## src/trf_pkg.sv

```systemverilog
package trf_pkg;
    // tape record geometry
    localparam int unsigned REC_BYTES = 8192;
    localparam int unsigned REC_WORDS = REC_BYTES / 2;
    localparam logic [11:0] LAST_WORD = 12'(REC_WORDS - 1);
    localparam logic [12:0] REC_WORDS_W = 13'(REC_WORDS);
    // data record layout
    localparam logic [10:0] HDR_WORDS = 11'h005;
    localparam logic [10:0] MAX_DREC_WORDS = 11'h400;
    localparam logic [10:0] MAX_DATA_WORDS = 11'(MAX_DREC_WORDS - HDR_WORDS);
    localparam logic [2:0] HDR_LAST = 3'h4;
    // type codes
    localparam logic [2:0] TYPE_MIN = 3'h1;
    localparam logic [2:0] TYPE_MAX = 3'h6;
    // time limits
    localparam logic [31:0] MS_DAY_MAX = 32'h0526_5bff;
    localparam logic [15:0] DAY_MIN = 16'h0001;
    // chart relay closure lengths in seconds
    localparam logic [5:0] MIN_CLOSE_S = 6'h01;
    localparam logic [5:0] HOUR_CLOSE_S = 6'h03;
    localparam logic [5:0] DAY_CLOSE_S = 6'h1e;
    // end-of-file mark counts
    localparam logic [1:0] EOT_MARKS = 2'h2;
    localparam logic [1:0] ONE_MARK = 2'h1;

    typedef enum logic [2:0] {
        ST_IDLE = 3'b000,
        ST_HDR = 3'b001,
        ST_DATA = 3'b010,
        ST_PAD = 3'b011,
        ST_MARK = 3'b100,
        ST_DONE = 3'b101
    } trf_state_e;
endpackage

```

## src/trf_framer.sv

```systemverilog
// Functional notes
// - every tape record is exactly 8192 bytes
// - words go out high byte then low
// - ninth track is odd parity; end-of-file mark frames go out as byte zero with parity zero
// - density selectable, phase-encoded by default
// - data record is five-word header plus data
// - header order: type, count, three time words
// - data record never longer than 1024 words
// - unused record words are written as zero
// - type code must be one to six
// - block count equals words including header
// - end-of-file mark at each hour start
// - two end-of-file marks make logical end; an end-of-tape request during a lone hourly mark ends after that one mark
// - day word is 16-bit count from one
// - millisecond of day, high word first, bounded
// - records of one type in time order
// - chart relay closes one second each minute
// - relay open on minutes ending nine; longer marks
module trf_framer
    import trf_pkg::*;
(
    input wire logic sys_clk_in,
    input wire logic srst_in,
    // data record request: header fields and data length
    input wire logic rec_valid_in,
    output logic rec_ready_out,
    output logic rec_reject_out,
    input wire logic [2:0] rec_type_in,
    input wire logic [10:0] rec_len_in,
    input wire logic [15:0] rec_day_in,
    input wire logic [31:0] rec_ms_in,
    // data words of the accepted record
    input wire logic dat_valid_in,
    output logic dat_ready_out,
    input wire logic [15:0] dat_word_in,
    // time of day from the local timebase
    input wire logic [4:0] hour_in,
    input wire logic [5:0] min_in,
    input wire logic [5:0] sec_in,
    // mode and end-of-tape request
    input wire logic dens_low_in,
    input wire logic eot_req_in,
    output logic eot_done_out,
    // byte stream to the tape drive
    output logic tape_valid_out,
    input wire logic tape_ready_in,
    output logic [7:0] tape_byte_out,
    output logic tape_parity_out,
    output logic tape_rec_end_out,
    output logic tape_mark_out,
    output logic tape_dens_low_out,
    // chart pen relay, high = contact closed
    output logic chart_relay_out
);
    trf_state_e state_q, state_d;
    logic [11:0] wcnt_q, wcnt_d;
    logic lo_q, lo_d;
    logic [2:0] hidx_q, hidx_d;
    logic [10:0] left_q, left_d;
    logic [2:0] type_q, type_d;
    logic [10:0] cnt_q, cnt_d;
    logic [15:0] day_q, day_d;
    logic [31:0] ms_q, ms_d;
    logic [1:0] marks_q, marks_d;
    logic eof_pend_q, eof_pend_d;
    logic eot_pend_q, eot_pend_d;
    logic dens_q, dens_d;
    logic [47:0] last_q [1:6];
    logic [47:0] last_d [1:6];
    logic ov_q, ov_d;
    logic [7:0] byte_q, byte_d;
    logic par_q, par_d;
    logic end_q, end_d;
    logic mark_q, mark_d;
    logic rej_q, rej_d;
    logic [4:0] hr_prev_q, hr_prev_d;
    logic hr_seen_q, hr_seen_d;
    logic relay_q, relay_d;

    logic fire;
    logic [10:0] need;
    logic [12:0] room;
    logic type_ok;
    logic rec_ok;
    logic [15:0] hword;
    logic [15:0] cur_word;
    logic [7:0] cur_byte;
    logic hour_tick;
    logic min_nine;

    // output slot is free when empty or the drive takes the byte now
    assign fire = !ov_q || tape_ready_in;
    assign need = HDR_WORDS + rec_len_in;
    assign room = REC_WORDS_W - {1'b0, wcnt_q};
    assign type_ok = (rec_type_in >= TYPE_MIN) && (rec_type_in <= TYPE_MAX);
    assign hour_tick = hr_seen_q && (hour_in != hr_prev_q);
    assign min_nine = (min_in == 6'h09) || (min_in == 6'h13) || (min_in == 6'h1d) ||
                      (min_in == 6'h27) || (min_in == 6'h31) || (min_in == 6'h3b);

    // request checks; the time order compare needs the request's type in range
    always_comb begin
        rec_ok = type_ok && (rec_len_in <= MAX_DATA_WORDS);
        rec_ok = rec_ok && (rec_day_in >= DAY_MIN);
        rec_ok = rec_ok && (rec_ms_in <= MS_DAY_MAX);
        if (type_ok) begin
            rec_ok = rec_ok && ({rec_day_in, rec_ms_in} >= last_q[rec_type_in]);
        end
    end

    // header word selected by index, in the fixed header order
    always_comb begin
        unique case (hidx_q)
            3'h0: hword = {13'h0000, type_q};
            3'h1: hword = {5'h00, cnt_q};
            3'h2: hword = day_q;
            3'h3: hword = ms_q[31:16];
            default: hword = ms_q[15:0];
        endcase
    end

    // word now being sent; padding is zero
    always_comb begin
        unique case (state_q)
            ST_HDR: cur_word = hword;
            ST_DATA: cur_word = dat_word_in;
            default: cur_word = 16'h0000;
        endcase
        cur_byte = lo_q ? cur_word[7:0] : cur_word[15:8];
    end

    // framer: the byte slot, word counting and record sequencing
    always_comb begin
        state_d = state_q;
        wcnt_d = wcnt_q;
        lo_d = lo_q;
        hidx_d = hidx_q;
        left_d = left_q;
        type_d = type_q;
        cnt_d = cnt_q;
        day_d = day_q;
        ms_d = ms_q;
        marks_d = marks_q;
        eof_pend_d = eof_pend_q || hour_tick;
        eot_pend_d = eot_pend_q || eot_req_in;
        dens_d = dens_q;
        last_d = last_q;
        ov_d = ov_q && !tape_ready_in;
        byte_d = byte_q;
        par_d = par_q;
        end_d = end_q;
        mark_d = mark_q;
        rej_d = 1'b0;
        rec_ready_out = 1'b0;
        dat_ready_out = 1'b0;
        if (fire) begin
            unique case (state_q)
                ST_IDLE: begin
                    if (eof_pend_q || eot_pend_q) begin
                        // close the open record first so the mark lands on a boundary
                        if (wcnt_q != 12'h000) begin
                            state_d = ST_PAD;
                        end else begin
                            state_d = ST_MARK;
                            marks_d = eot_pend_q ? EOT_MARKS : ONE_MARK;
                        end
                    end else if (rec_valid_in) begin
                        if (!rec_ok) begin
                            rec_ready_out = 1'b1;
                            rej_d = 1'b1;
                        end else if ({2'b00, need} > room) begin
                            state_d = ST_PAD;
                        end else begin
                            rec_ready_out = 1'b1;
                            type_d = rec_type_in;
                            cnt_d = need;
                            day_d = rec_day_in;
                            ms_d = rec_ms_in;
                            left_d = rec_len_in;
                            hidx_d = 3'h0;
                            last_d[rec_type_in] = {rec_day_in, rec_ms_in};
                            if (wcnt_q == 12'h000) begin
                                dens_d = dens_low_in;  // density only changes between records
                            end
                            state_d = ST_HDR;
                        end
                    end
                end
                ST_HDR, ST_DATA, ST_PAD: begin
                    if (state_q != ST_DATA || dat_valid_in) begin
                        ov_d = 1'b1;
                        byte_d = cur_byte;
                        par_d = ~^cur_byte;
                        mark_d = 1'b0;
                        end_d = lo_q && (wcnt_q == LAST_WORD);
                        lo_d = !lo_q;
                        if (lo_q) begin
                            wcnt_d = wcnt_q + 12'h001;  // wraps to zero at record end
                            if (state_q == ST_DATA) begin
                                dat_ready_out = 1'b1;
                                left_d = left_q - 11'h001;
                                if (left_q == 11'h001) begin
                                    state_d = ST_IDLE;
                                end
                            end else if (state_q == ST_HDR) begin
                                hidx_d = hidx_q + 3'h1;
                                if (hidx_q == HDR_LAST) begin
                                    state_d = (left_q == 11'h000) ? ST_IDLE : ST_DATA;
                                end
                            end else if (wcnt_q == LAST_WORD) begin
                                state_d = ST_IDLE;
                            end
                        end
                    end
                end
                ST_MARK: begin
                    ov_d = 1'b1;
                    byte_d = 8'h00;
                    par_d = 1'b0;
                    end_d = 1'b0;
                    mark_d = 1'b1;
                    marks_d = marks_q - 2'h1;
                    if (marks_q == ONE_MARK) begin
                        if (eot_pend_q) begin
                            state_d = ST_DONE;
                        end else begin
                            state_d = ST_IDLE;
                            eof_pend_d = hour_tick;
                        end
                    end
                end
                ST_DONE: begin
                    // logical end of tape reached; nothing more is written
                    state_d = ST_DONE;
                end
                default: state_d = ST_IDLE;
            endcase
        end
    end

    always_ff @(posedge sys_clk_in) begin
        if (srst_in) begin
            state_q <= ST_IDLE;
            wcnt_q <= 12'h000;
            lo_q <= 1'b0;
            hidx_q <= 3'h0;
            left_q <= 11'h000;
            type_q <= 3'h0;
            cnt_q <= 11'h000;
            day_q <= 16'h0000;
            ms_q <= 32'h0000_0000;
            marks_q <= 2'h0;
            eof_pend_q <= 1'b0;
            eot_pend_q <= 1'b0;
            dens_q <= 1'b0;
            for (int i = 1; i <= 6; i++) begin
                last_q[i] <= 48'h0000_0000_0000;
            end
            ov_q <= 1'b0;
            byte_q <= 8'h00;
            par_q <= 1'b0;
            end_q <= 1'b0;
            mark_q <= 1'b0;
            rej_q <= 1'b0;
        end else begin
            state_q <= state_d;
            wcnt_q <= wcnt_d;
            lo_q <= lo_d;
            hidx_q <= hidx_d;
            left_q <= left_d;
            type_q <= type_d;
            cnt_q <= cnt_d;
            day_q <= day_d;
            ms_q <= ms_d;
            marks_q <= marks_d;
            eof_pend_q <= eof_pend_d;
            eot_pend_q <= eot_pend_d;
            dens_q <= dens_d;
            last_q <= last_d;
            ov_q <= ov_d;
            byte_q <= byte_d;
            par_q <= par_d;
            end_q <= end_d;
            mark_q <= mark_d;
            rej_q <= rej_d;
        end
    end

    // chart relay and hour change; minute 59 ends in nine so the hour mark stands alone
    always_comb begin
        hr_prev_d = hour_in;
        hr_seen_d = 1'b1;
        if ((hour_in == 5'h00) && (min_in == 6'h00)) begin
            relay_d = sec_in < DAY_CLOSE_S;
        end else if (min_in == 6'h00) begin
            relay_d = sec_in < HOUR_CLOSE_S;
        end else begin
            relay_d = !min_nine && (sec_in < MIN_CLOSE_S);
        end
    end

    always_ff @(posedge sys_clk_in) begin
        if (srst_in) begin
            hr_prev_q <= 5'h00;
            hr_seen_q <= 1'b0;
            relay_q <= 1'b0;
        end else begin
            hr_prev_q <= hr_prev_d;
            hr_seen_q <= hr_seen_d;
            relay_q <= relay_d;
        end
    end

    assign tape_valid_out = ov_q;
    assign tape_byte_out = byte_q;
    assign tape_parity_out = par_q;
    assign tape_rec_end_out = end_q;
    assign tape_mark_out = mark_q;
    assign tape_dens_low_out = dens_q;
    assign rec_reject_out = rej_q;
    assign eot_done_out = (state_q == ST_DONE) && !ov_q;
    assign chart_relay_out = relay_q;
endmodule // trf_framer

```

## config.mk

```make
export PLATFORM = sky130hd
export DESIGN_NAME = trf_framer
export DESIGN_NICKNAME = d
export VERILOG_FILES = /design/src/trf_pkg.sv /design/src/trf_framer.sv
export SDC_FILE = /design/constraint.sdc
export NUM_CORES = 1
export LEC_CHECK = 0
export BUFFER_PORTS_ARGS = -buffer_cell sky130_fd_sc_hd__buf_2
export CAP_MARGIN = 20
export CELL_PAD_IN_SITES_DETAIL_PLACEMENT = 2
export CELL_PAD_IN_SITES_GLOBAL_PLACEMENT = 2
export CORE_ASPECT_RATIO = 0.75
export CORE_UTILIZATION = 33
export CTS_CLUSTER_DIAMETER = 80
export CTS_CLUSTER_SIZE = 40
export DETAILED_ROUTE_END_ITERATION = 7
export PLACE_DENSITY_LB_ADDON = 0.1
export SLEW_MARGIN = 15
export SYNTH_ARGS = -nofsm -noshare
export SYNTH_HDL_FRONTEND = slang
export SYNTH_SLANG_ARGS = --single-unit
```

## constraint.sdc

```tcl
create_clock -name sys_clk_in -period 4.5 [get_ports sys_clk_in]
set_input_delay 0.225 -clock sys_clk_in [delete_from_list [all_inputs] [get_ports sys_clk_in]]
set_output_delay 0.225 -clock sys_clk_in [all_outputs]
set_load 0.03 [all_outputs]
```

Word-level counts from Yosys, hierarchy flattened:

Index checks and enable logic that the tools add are counted.

* add/subtract/negate cells: 6
* magnitude comparators: 12
* eq/ne operators: 37
* mux-type cells: 77
* bitwise logic cells: 6
* reductions and logical operators: 48

Operators by type and width (count)
* 288-bit bitwise mux: 1
* 48-bit binary-select mux with 3-bit select: 1
* 48-bit demux with 3-bit select: 1
* 48-bit two-way mux: 3
* 11-bit two-way mux: 7
* 16-bit case mux with 4 select lines: 1
* 3-bit two-way mux: 21
* 48-bit >= comparator: 1
* 32-bit by 27-bit <= comparator with 1-bit output (second input constant): 1
* 16-bit case mux with 2 select lines: 1
* 1-bit two-way mux: 25
* 2-bit != test (second input constant): 12
* 11-bit case mux with 2 select lines: 1
* 6-bit == test (second input constant): 3
* 9-bit AND reduction: 2
* 16-bit by 1-bit >= comparator with 1-bit output (second input constant): 1
* 8-bit two-way mux: 2
* 8-bit case mux with 2 select lines: 1
* 11-bit by 13-bit greater-than comparator with 1-bit output: 1
* 13-bit by 12-bit subtractor with 13-bit output (first input constant): 1
* 12-bit by 1-bit adder with 12-bit output (second input constant): 1
* 12-bit == test (second input constant): 1
* 3-bit by 2-bit == test with 1-bit output (second input constant): 4
* 6-bit by 5-bit == test with 1-bit output (second input constant): 2
* 46 further kinds: 91

* bits in registers: 405
* input port bits: 102
* output and inout port bits: 18
* logic and storage cells: 214

Longest topological paths before layout:

* depth in word-level cells: 12
* depth in mapped cells: 21

Worst setup path after synthesis:

Ideal clock, no wire load.

* path kind: input -> register
* start point: input port rec_type_in[1]
* end point: register last_q[277] (netlist bit)
* data arrival time: 4.366 ns
* data required time: 4.430 ns
* setup slack: 0.064 ns
* stages on the path: 20
* buffers on the path: 7
* path through: clkbuf_1 > nor2b_1 > clkbuf_1 > clkbuf_1 > buf_1 > a221oi_1 > a21oi_1 > ha_1 > nand2b_1 > a2111oi_0 > and4b_1 > a2111o_1 > a221oi_2 > nor4_1 > buf_2 > nand3b_1 > clkbuf_1 > clkbuf_1 > nand2_1 > a21oi_1

* longest elaborated chain between the ends: 8

Ends and longest elaborated chain
* start: declaration: line trf_framer.sv:28 `input wire logic [2:0] rec_type_in,`
* 3-bit NOT with 4-bit output (not written as such) (tied with other cells): line trf_framer.sv:106, trf_framer.sv:180
* 48-bit binary-select mux with 3-bit select or 1-bit logical AND (tied branches): line trf_framer.sv:106, trf_framer.sv:95
* 48-bit two-way mux (not written as such) or 1-bit logical AND (tied branches): line trf_framer.sv:106, trf_framer.sv:102
* 48-bit two-way mux (not written as such) or 1-bit logical AND (tied branches): line trf_framer.sv:106, trf_framer.sv:103
* 48-bit >= comparator or 1-bit logical AND (tied branches): line trf_framer.sv:106, trf_framer.sv:104
* 1-bit logical AND: line trf_framer.sv:106 `rec_ok = rec_ok && ({rec_day_in, rec_ms_in} >= last_q[rec_type_in]);`
* 1-bit two-way mux: line trf_framer.sv:105 `if (type_ok) begin`
* 6-bit AND reduction (no source line)
* end signal: assignment: line trf_framer.sv:278 `last_q <= last_d;`
* end: declaration: line trf_framer.sv:68 `logic [47:0] last_q [1:6];`

Several ways; a longest one is shown, not always the timed one. The select of a mux whose other input is x is not followed.
A chain may end at the register's enable or synchronous reset.

Worst setup path after layout:

* start point: register last_q[240] (netlist bit)
* end point: output port rec_ready_out

* longest elaborated chain between the ends: 11

Ends and longest elaborated chain
* 48-bit binary-select mux with 3-bit select: line trf_framer.sv:106
* 48-bit two-way mux (not written as such) (2 in a row): line trf_framer.sv:106
* 48-bit >= comparator: line trf_framer.sv:106
* 1-bit logical AND: line trf_framer.sv:106
* 1-bit two-way mux: line trf_framer.sv:105
* 1-bit two-way mux: line trf_framer.sv:167 `if (!rec_ok) begin`
* 1-bit two-way mux: line trf_framer.sv:166 `end else if (rec_valid_in) begin`
* 1-bit two-way mux: line trf_framer.sv:158 `if (eof_pend_q || eot_pend_q) begin`
* 1-bit two-way mux: line trf_framer.sv:156 `unique case (state_q)`
* 1-bit two-way mux: line trf_framer.sv:155 `if (fire) begin`
* end: declaration: line trf_framer.sv:26 `output logic rec_ready_out,`

Every way passes these cells. The select of a mux whose other input is x is not followed.

==> results.txt <==
----------------------------------------------------
[Global route]
  Met1 track utilization from global routing ... 0.344
  Number of global-route vias before repair ... ~21k
  Remaining global-route overflow ... 0
  Top Usage Layer GRT ... met2
  Grt met2 use ... 0.426
  Initial antenna violation count ... 2
  First-pass GRT wire length ... 122000 µm
  Total routing usage reported by global routing ... 0.252
  Pin count of the biggest net entering global routing ... 177
  Grt met3 use ... 0.0272

[Placement]
  Placer congestion estimate ... 0.822
  Post-detail-place hpwl ... about 54000 µm
  Number of input and output port buffers inserted ... 119
  Total placed cells including tap cells ... 3335
  Placed standard-cell area ... 21400 µm²

[Logic synthesis]
  Post-Synth XOR/XNOR Area ... 0.0175
  Leading register cell type out of synthesis ... sky130_fd_sc_hd__dfxtp_1
  Flip-flop and latch count after synthesis ... ~410
  Compound-Gate Fraction of Synth Area ... 0.192
  Cell type with the highest aggregate area in the netlist ... sky130_fd_sc_hd__dfxtp_1
  Area fraction in and, or, nand and nor cells after synthesis ... 0.226
  Leading cell types by total area after synthesis ... sky130_fd_sc_hd__dfxtp_1 (41%), sky130_fd_sc_hd__nand2_1 (14%), sky130_fd_sc_hd__a21oi_1 (11%)
  Avg Cell Area, Syn ... 7.71 µm²
  Dominant combinational cell family by area after synthesis ... simple AND/OR/NAND/NOR gates
  Syn. warnings ... 0
  Synthesized netlist net count ... 2739
  Register area share after synthesis ... 0.409
  Synth cell types ... 72
  Dominant cell by count in the synthesized netlist ... sky130_fd_sc_hd__nand2_1
  Top post-synthesis cells by count ... sky130_fd_sc_hd__nand2_1 (726), sky130_fd_sc_hd__a21oi_1 (416), sky130_fd_sc_hd__dfxtp_1 (405)
  Yosys top cell area share ... 0.409
  Adder-cell share of the synthesized area ... 0.0442
  Number of instances in the synthesized netlist ... 2567
  Share of async-settable or async-resettable flops after synthesis ... 0
  Number of flops mapped to enable cells by yosys ... 0
  Mux share of post-synthesis cell area ... 0.0568
  Combined area of all synthesized cells ... 19800 µm²

[Pwr]
  Sequential cell fraction of total power ... 0.444
  Total internal power ... 0.00560 W
  Combinational power share ... 0.219
  Static power due to leakage ... 8.05 nW
  Highest ir drop seen on vdd ... 0.000258 V
  Pwr per Cell Area ... 374 nW/µm²
  Power dissipated by switching net loads ... 0.00295 W
  Switching power share of the total ... 0.345
  Share of total power in the clock network ... 0.337

[Cells and area]
  Area of combinational cells with multiple inputs ... 10700 µm²
  Count of fill cells added during filler insertion ... 6696
  Non-Filler Cell Area, Final ... 22800 µm²
  Number of cells in the finished layout apart from fillers ... 3432
  Storage cell area ... 8110 µm²
  Synth-to-Final Area Change ... 15.3%
  Nets ... 2792
  Share of layout cells above drive strength 1 ... 0.133
  Post-layout utilization of the core ... 0.386

[Clock network]
  Number of buffers inserted by post-CTS setup repair ... 0
  Register clock-pin slew on the reported worst setup and hold paths ... approximately 110 ps
  Clock sinks ... 405
  H-tree Lvls ... 1
  Clk Latency, worst-skew pair ... 620 ps
  Clock tree from TritonCTS ... done
  Number of buffers created by CTS ... 27
  Number of hold-repair buffers added at the cts stage ... 46
  Maximum number of buffers from clock root to sink ... 3
  Root buf cell ... sky130_fd_sc_hd__clkbuf_16
  PostCTS Resize Cnt ... 0

[Status]
  Run status ... complete, no violations

[STA]
  Worst Max-Slew Pin Slew ... 1040 ps
  Final Cycle Share ... 0.962
  Normalized max-slew margin ... 0.304
  Fin. Hold Viols ... 0
  RSZ-0062 raised after global routing ... no
  Final worst path period need ... 4330 ps
  Layout Skew ... ~44 ps
  Setup tns final ... 0 ps
  Hold slack ... 17.7 ps
  Peak clock frequency supported by timing ... roughly 230 MHz
  Final max-slew violation count ... 0
  Final count of negative-setup-slack endpoints ... 0

[Floorplanning]
  Die Span X ... roughly 280 µm
  Cell Rows ... 77
  I/O pin count ... 120
  Initial core utilization ... 0.335
  DIE HEIGHT ... roughly 210 µm
  Core Box Area ... 59200 µm²
  Area of the die ... 61000 µm²

[Critical path]
  Req. time, crit path ... 4280 ps
  Cell with the most instances on the worst path ... sky130_fd_sc_hd__a21oi_1
  Master of the slowest instance on the critical path ... sky130_fd_sc_hd__a2111o_1
  Critical Setup Path Class ... flip-flop to primary output
  Worst EP arrival ... 4100 ps
  Cell breakdown of the critical path ... mux2_2 -> a221oi_1 -> a21oi_1 -> ha_1 -> nand2b_1 -> a2111oi_0 -> and4b_1 -> a2111o_1 -> a221oi_2 -> buf_4 -> nor2_1 -> a21oi_1 -> buf_2
  Setup crit start kind ... flip-flop
  Worst stage delay on the critical path ... 400 ps
  Endpoint kind of the worst setup timing path ... primary output
  Biggest fanout along the worst timing path ... 4

[Route]
  Detailed Routing Iterations Pass 1 ... 5
  Overall via count from detail_route ... 18.8k
  Remaining routing DRC violations ... 0
  Routed length per placed instance ... 22.8 µm
  Initial DRC count ... 932
  Average via count per standard cell ... 5.49
  Wirelength, routed ... 78100 µm
  Number of nets with antenna violations after routing ... 0

[Job]
  Count of maximum capacitance violations ... 0

[Worst hold path]
  Classification of the worst-slack hold path ... input port to flip-flop

----------------------------------------------------
[per-stage QoR]
step                worst slack [ps]  power [W]
finish                           173    0.00855
global route                    18.4    0.00894
CTS                              160    0.00862
detailed placement              53.8    0.00570
global placement                 169    0.00561
floorplan                       63.6    0.00501
[sequential cells by signal, summed over array words and instances, names as in the netlist, 2 cells and up]
name / count
left_q: 11
tape_byte_out: 8
cnt_q: 11
last_q: 288
state_q: 3
day_q: 16
ms_q: 32
hr_prev_q: 5
wcnt_q: 12
marks_q: 2
hidx_q: 3
type_q: 3
[logic make-up (layout without fill, tap and decap cells)]
| group | count (synthesis) | after routing |
|---|---|---|
| AOI/OAI and AO/OA | 653 | 653 |
| adders and majority gates | 70 | 70 |
| DFF | 405 | 405 |
| xor gates and xnor gates | 38 | 38 |
| other | 0 | 2 |
| and+or+nand+nor | 1056 | 1056 |
| buffers and inverters | 239 | 312 |
| muxes | 106 | 106 |
[placed cells by master, fill, tap and decap left out, types with 5 or more instances in the layout]
cell type and count:
sky130_fd_sc_hd__nand3_1 17, sky130_fd_sc_hd__a22oi_1 52, sky130_fd_sc_hd__o211ai_1 5, sky130_fd_sc_hd__nand2_1 726, sky130_fd_sc_hd__mux2i_1 55, sky130_fd_sc_hd__a222oi_1 11
sky130_fd_sc_hd__nand4_1 15, sky130_fd_sc_hd__buf_4 53, sky130_fd_sc_hd__or3_1 12, sky130_fd_sc_hd__or2_2 8, sky130_fd_sc_hd__dfxtp_1 405, sky130_fd_sc_hd__dlygate4sd3_1 46
sky130_fd_sc_hd__mux2_2 51, sky130_fd_sc_hd__nor4_1 18, sky130_fd_sc_hd__clkbuf_16 27, sky130_fd_sc_hd__a31oi_1 7, sky130_fd_sc_hd__nor2_1 133, sky130_fd_sc_hd__xor2_1 20
sky130_fd_sc_hd__ha_1 70, sky130_fd_sc_hd__o21ai_0 80, sky130_fd_sc_hd__inv_1 18, sky130_fd_sc_hd__xnor2_1 17, sky130_fd_sc_hd__buf_12 29, sky130_fd_sc_hd__a21o_1 12
sky130_fd_sc_hd__a21oi_2 10, sky130_fd_sc_hd__a21oi_1 416, sky130_fd_sc_hd__a221oi_1 8, sky130_fd_sc_hd__nor2b_1 12, sky130_fd_sc_hd__nand2_2 10, sky130_fd_sc_hd__buf_2 115
sky130_fd_sc_hd__nor3_1 30, sky130_fd_sc_hd__and3_1 38
[power groups by stage]
| stage | clock [W] | sequential, W | combinational, W |
|---|---|---|---|
| 2_1_floorplan | 0 | 0.00384 | 0.00118 |
| 3_3_place_gp | 0 | 0.00387 | 0.00174 |
| 3_5_place_dp | 0 | 0.00387 | 0.00183 |
| 4_1_cts | 0.00296 | 0.00380 | 0.00187 |
| 5_1_grt | 0.00309 | 0.00381 | 0.00203 |
| 6_report | 0.00288 | 0.00380 | 0.00187 |
[worst paths after layout]
| path | cells past startpoint | startpoint | slack [ps] | end |
|---|---|---|---|---|
| worst max-delay path | 13 | last_q[240]$_SDFFE_PP0P_ | 170 | rec_ready_out |
| worst max register to register | 16 | last_q[240]$_SDFFE_PP0P_ | 340 | left_q[8]$_SDFFE_PP0P_ |
| worst min register to register | 2 | last_q[169]$_SDFFE_PP0P_ | 460 | last_q[169]$_SDFFE_PP0P_ |
| worst min-delay path | 3 | rec_day_in[11] | 20 | last_q[283]$_SDFFE_PP0P_ |
[metal layers]
metal / vias to the layer above / part of all wire
li1: 8881 / -
met1: 9612 / 0.48
met2: 247 / 0.47
met3: 100 / 0.029
met4: 0 / 0.022
met5: - / 0
[worst max-delay path, delay by kind of cell (launching register included)]
| kind | cells | cell delay (ps) |
|---|---|---|
| AO/OA/AOI/OAI | 6 | 1690 |
| AND/OR/NAND/NOR | 3 | 460 |
| buffers and inverters | 2 | 440 |
| flip-flops | 1 | 330 |
| adder cells (fa/ha/maj) | 1 | 300 |
| multiplexers | 1 | 260 |
[area by class of cell]
cell class                      instances  share of cell area
Multi-Input combinational cell       1923               0.467
Sequential cell                       405               0.355
Antenna cell                            2            0.000219
Timing Repair Buffer                  244              0.0889
Clock buffer                           27              0.0296
Tap cell                              790              0.0433
Inverter                               19             0.00312
Clock inverter                         22              0.0130
Note: power is estimated with default switching activity, not from simulation.
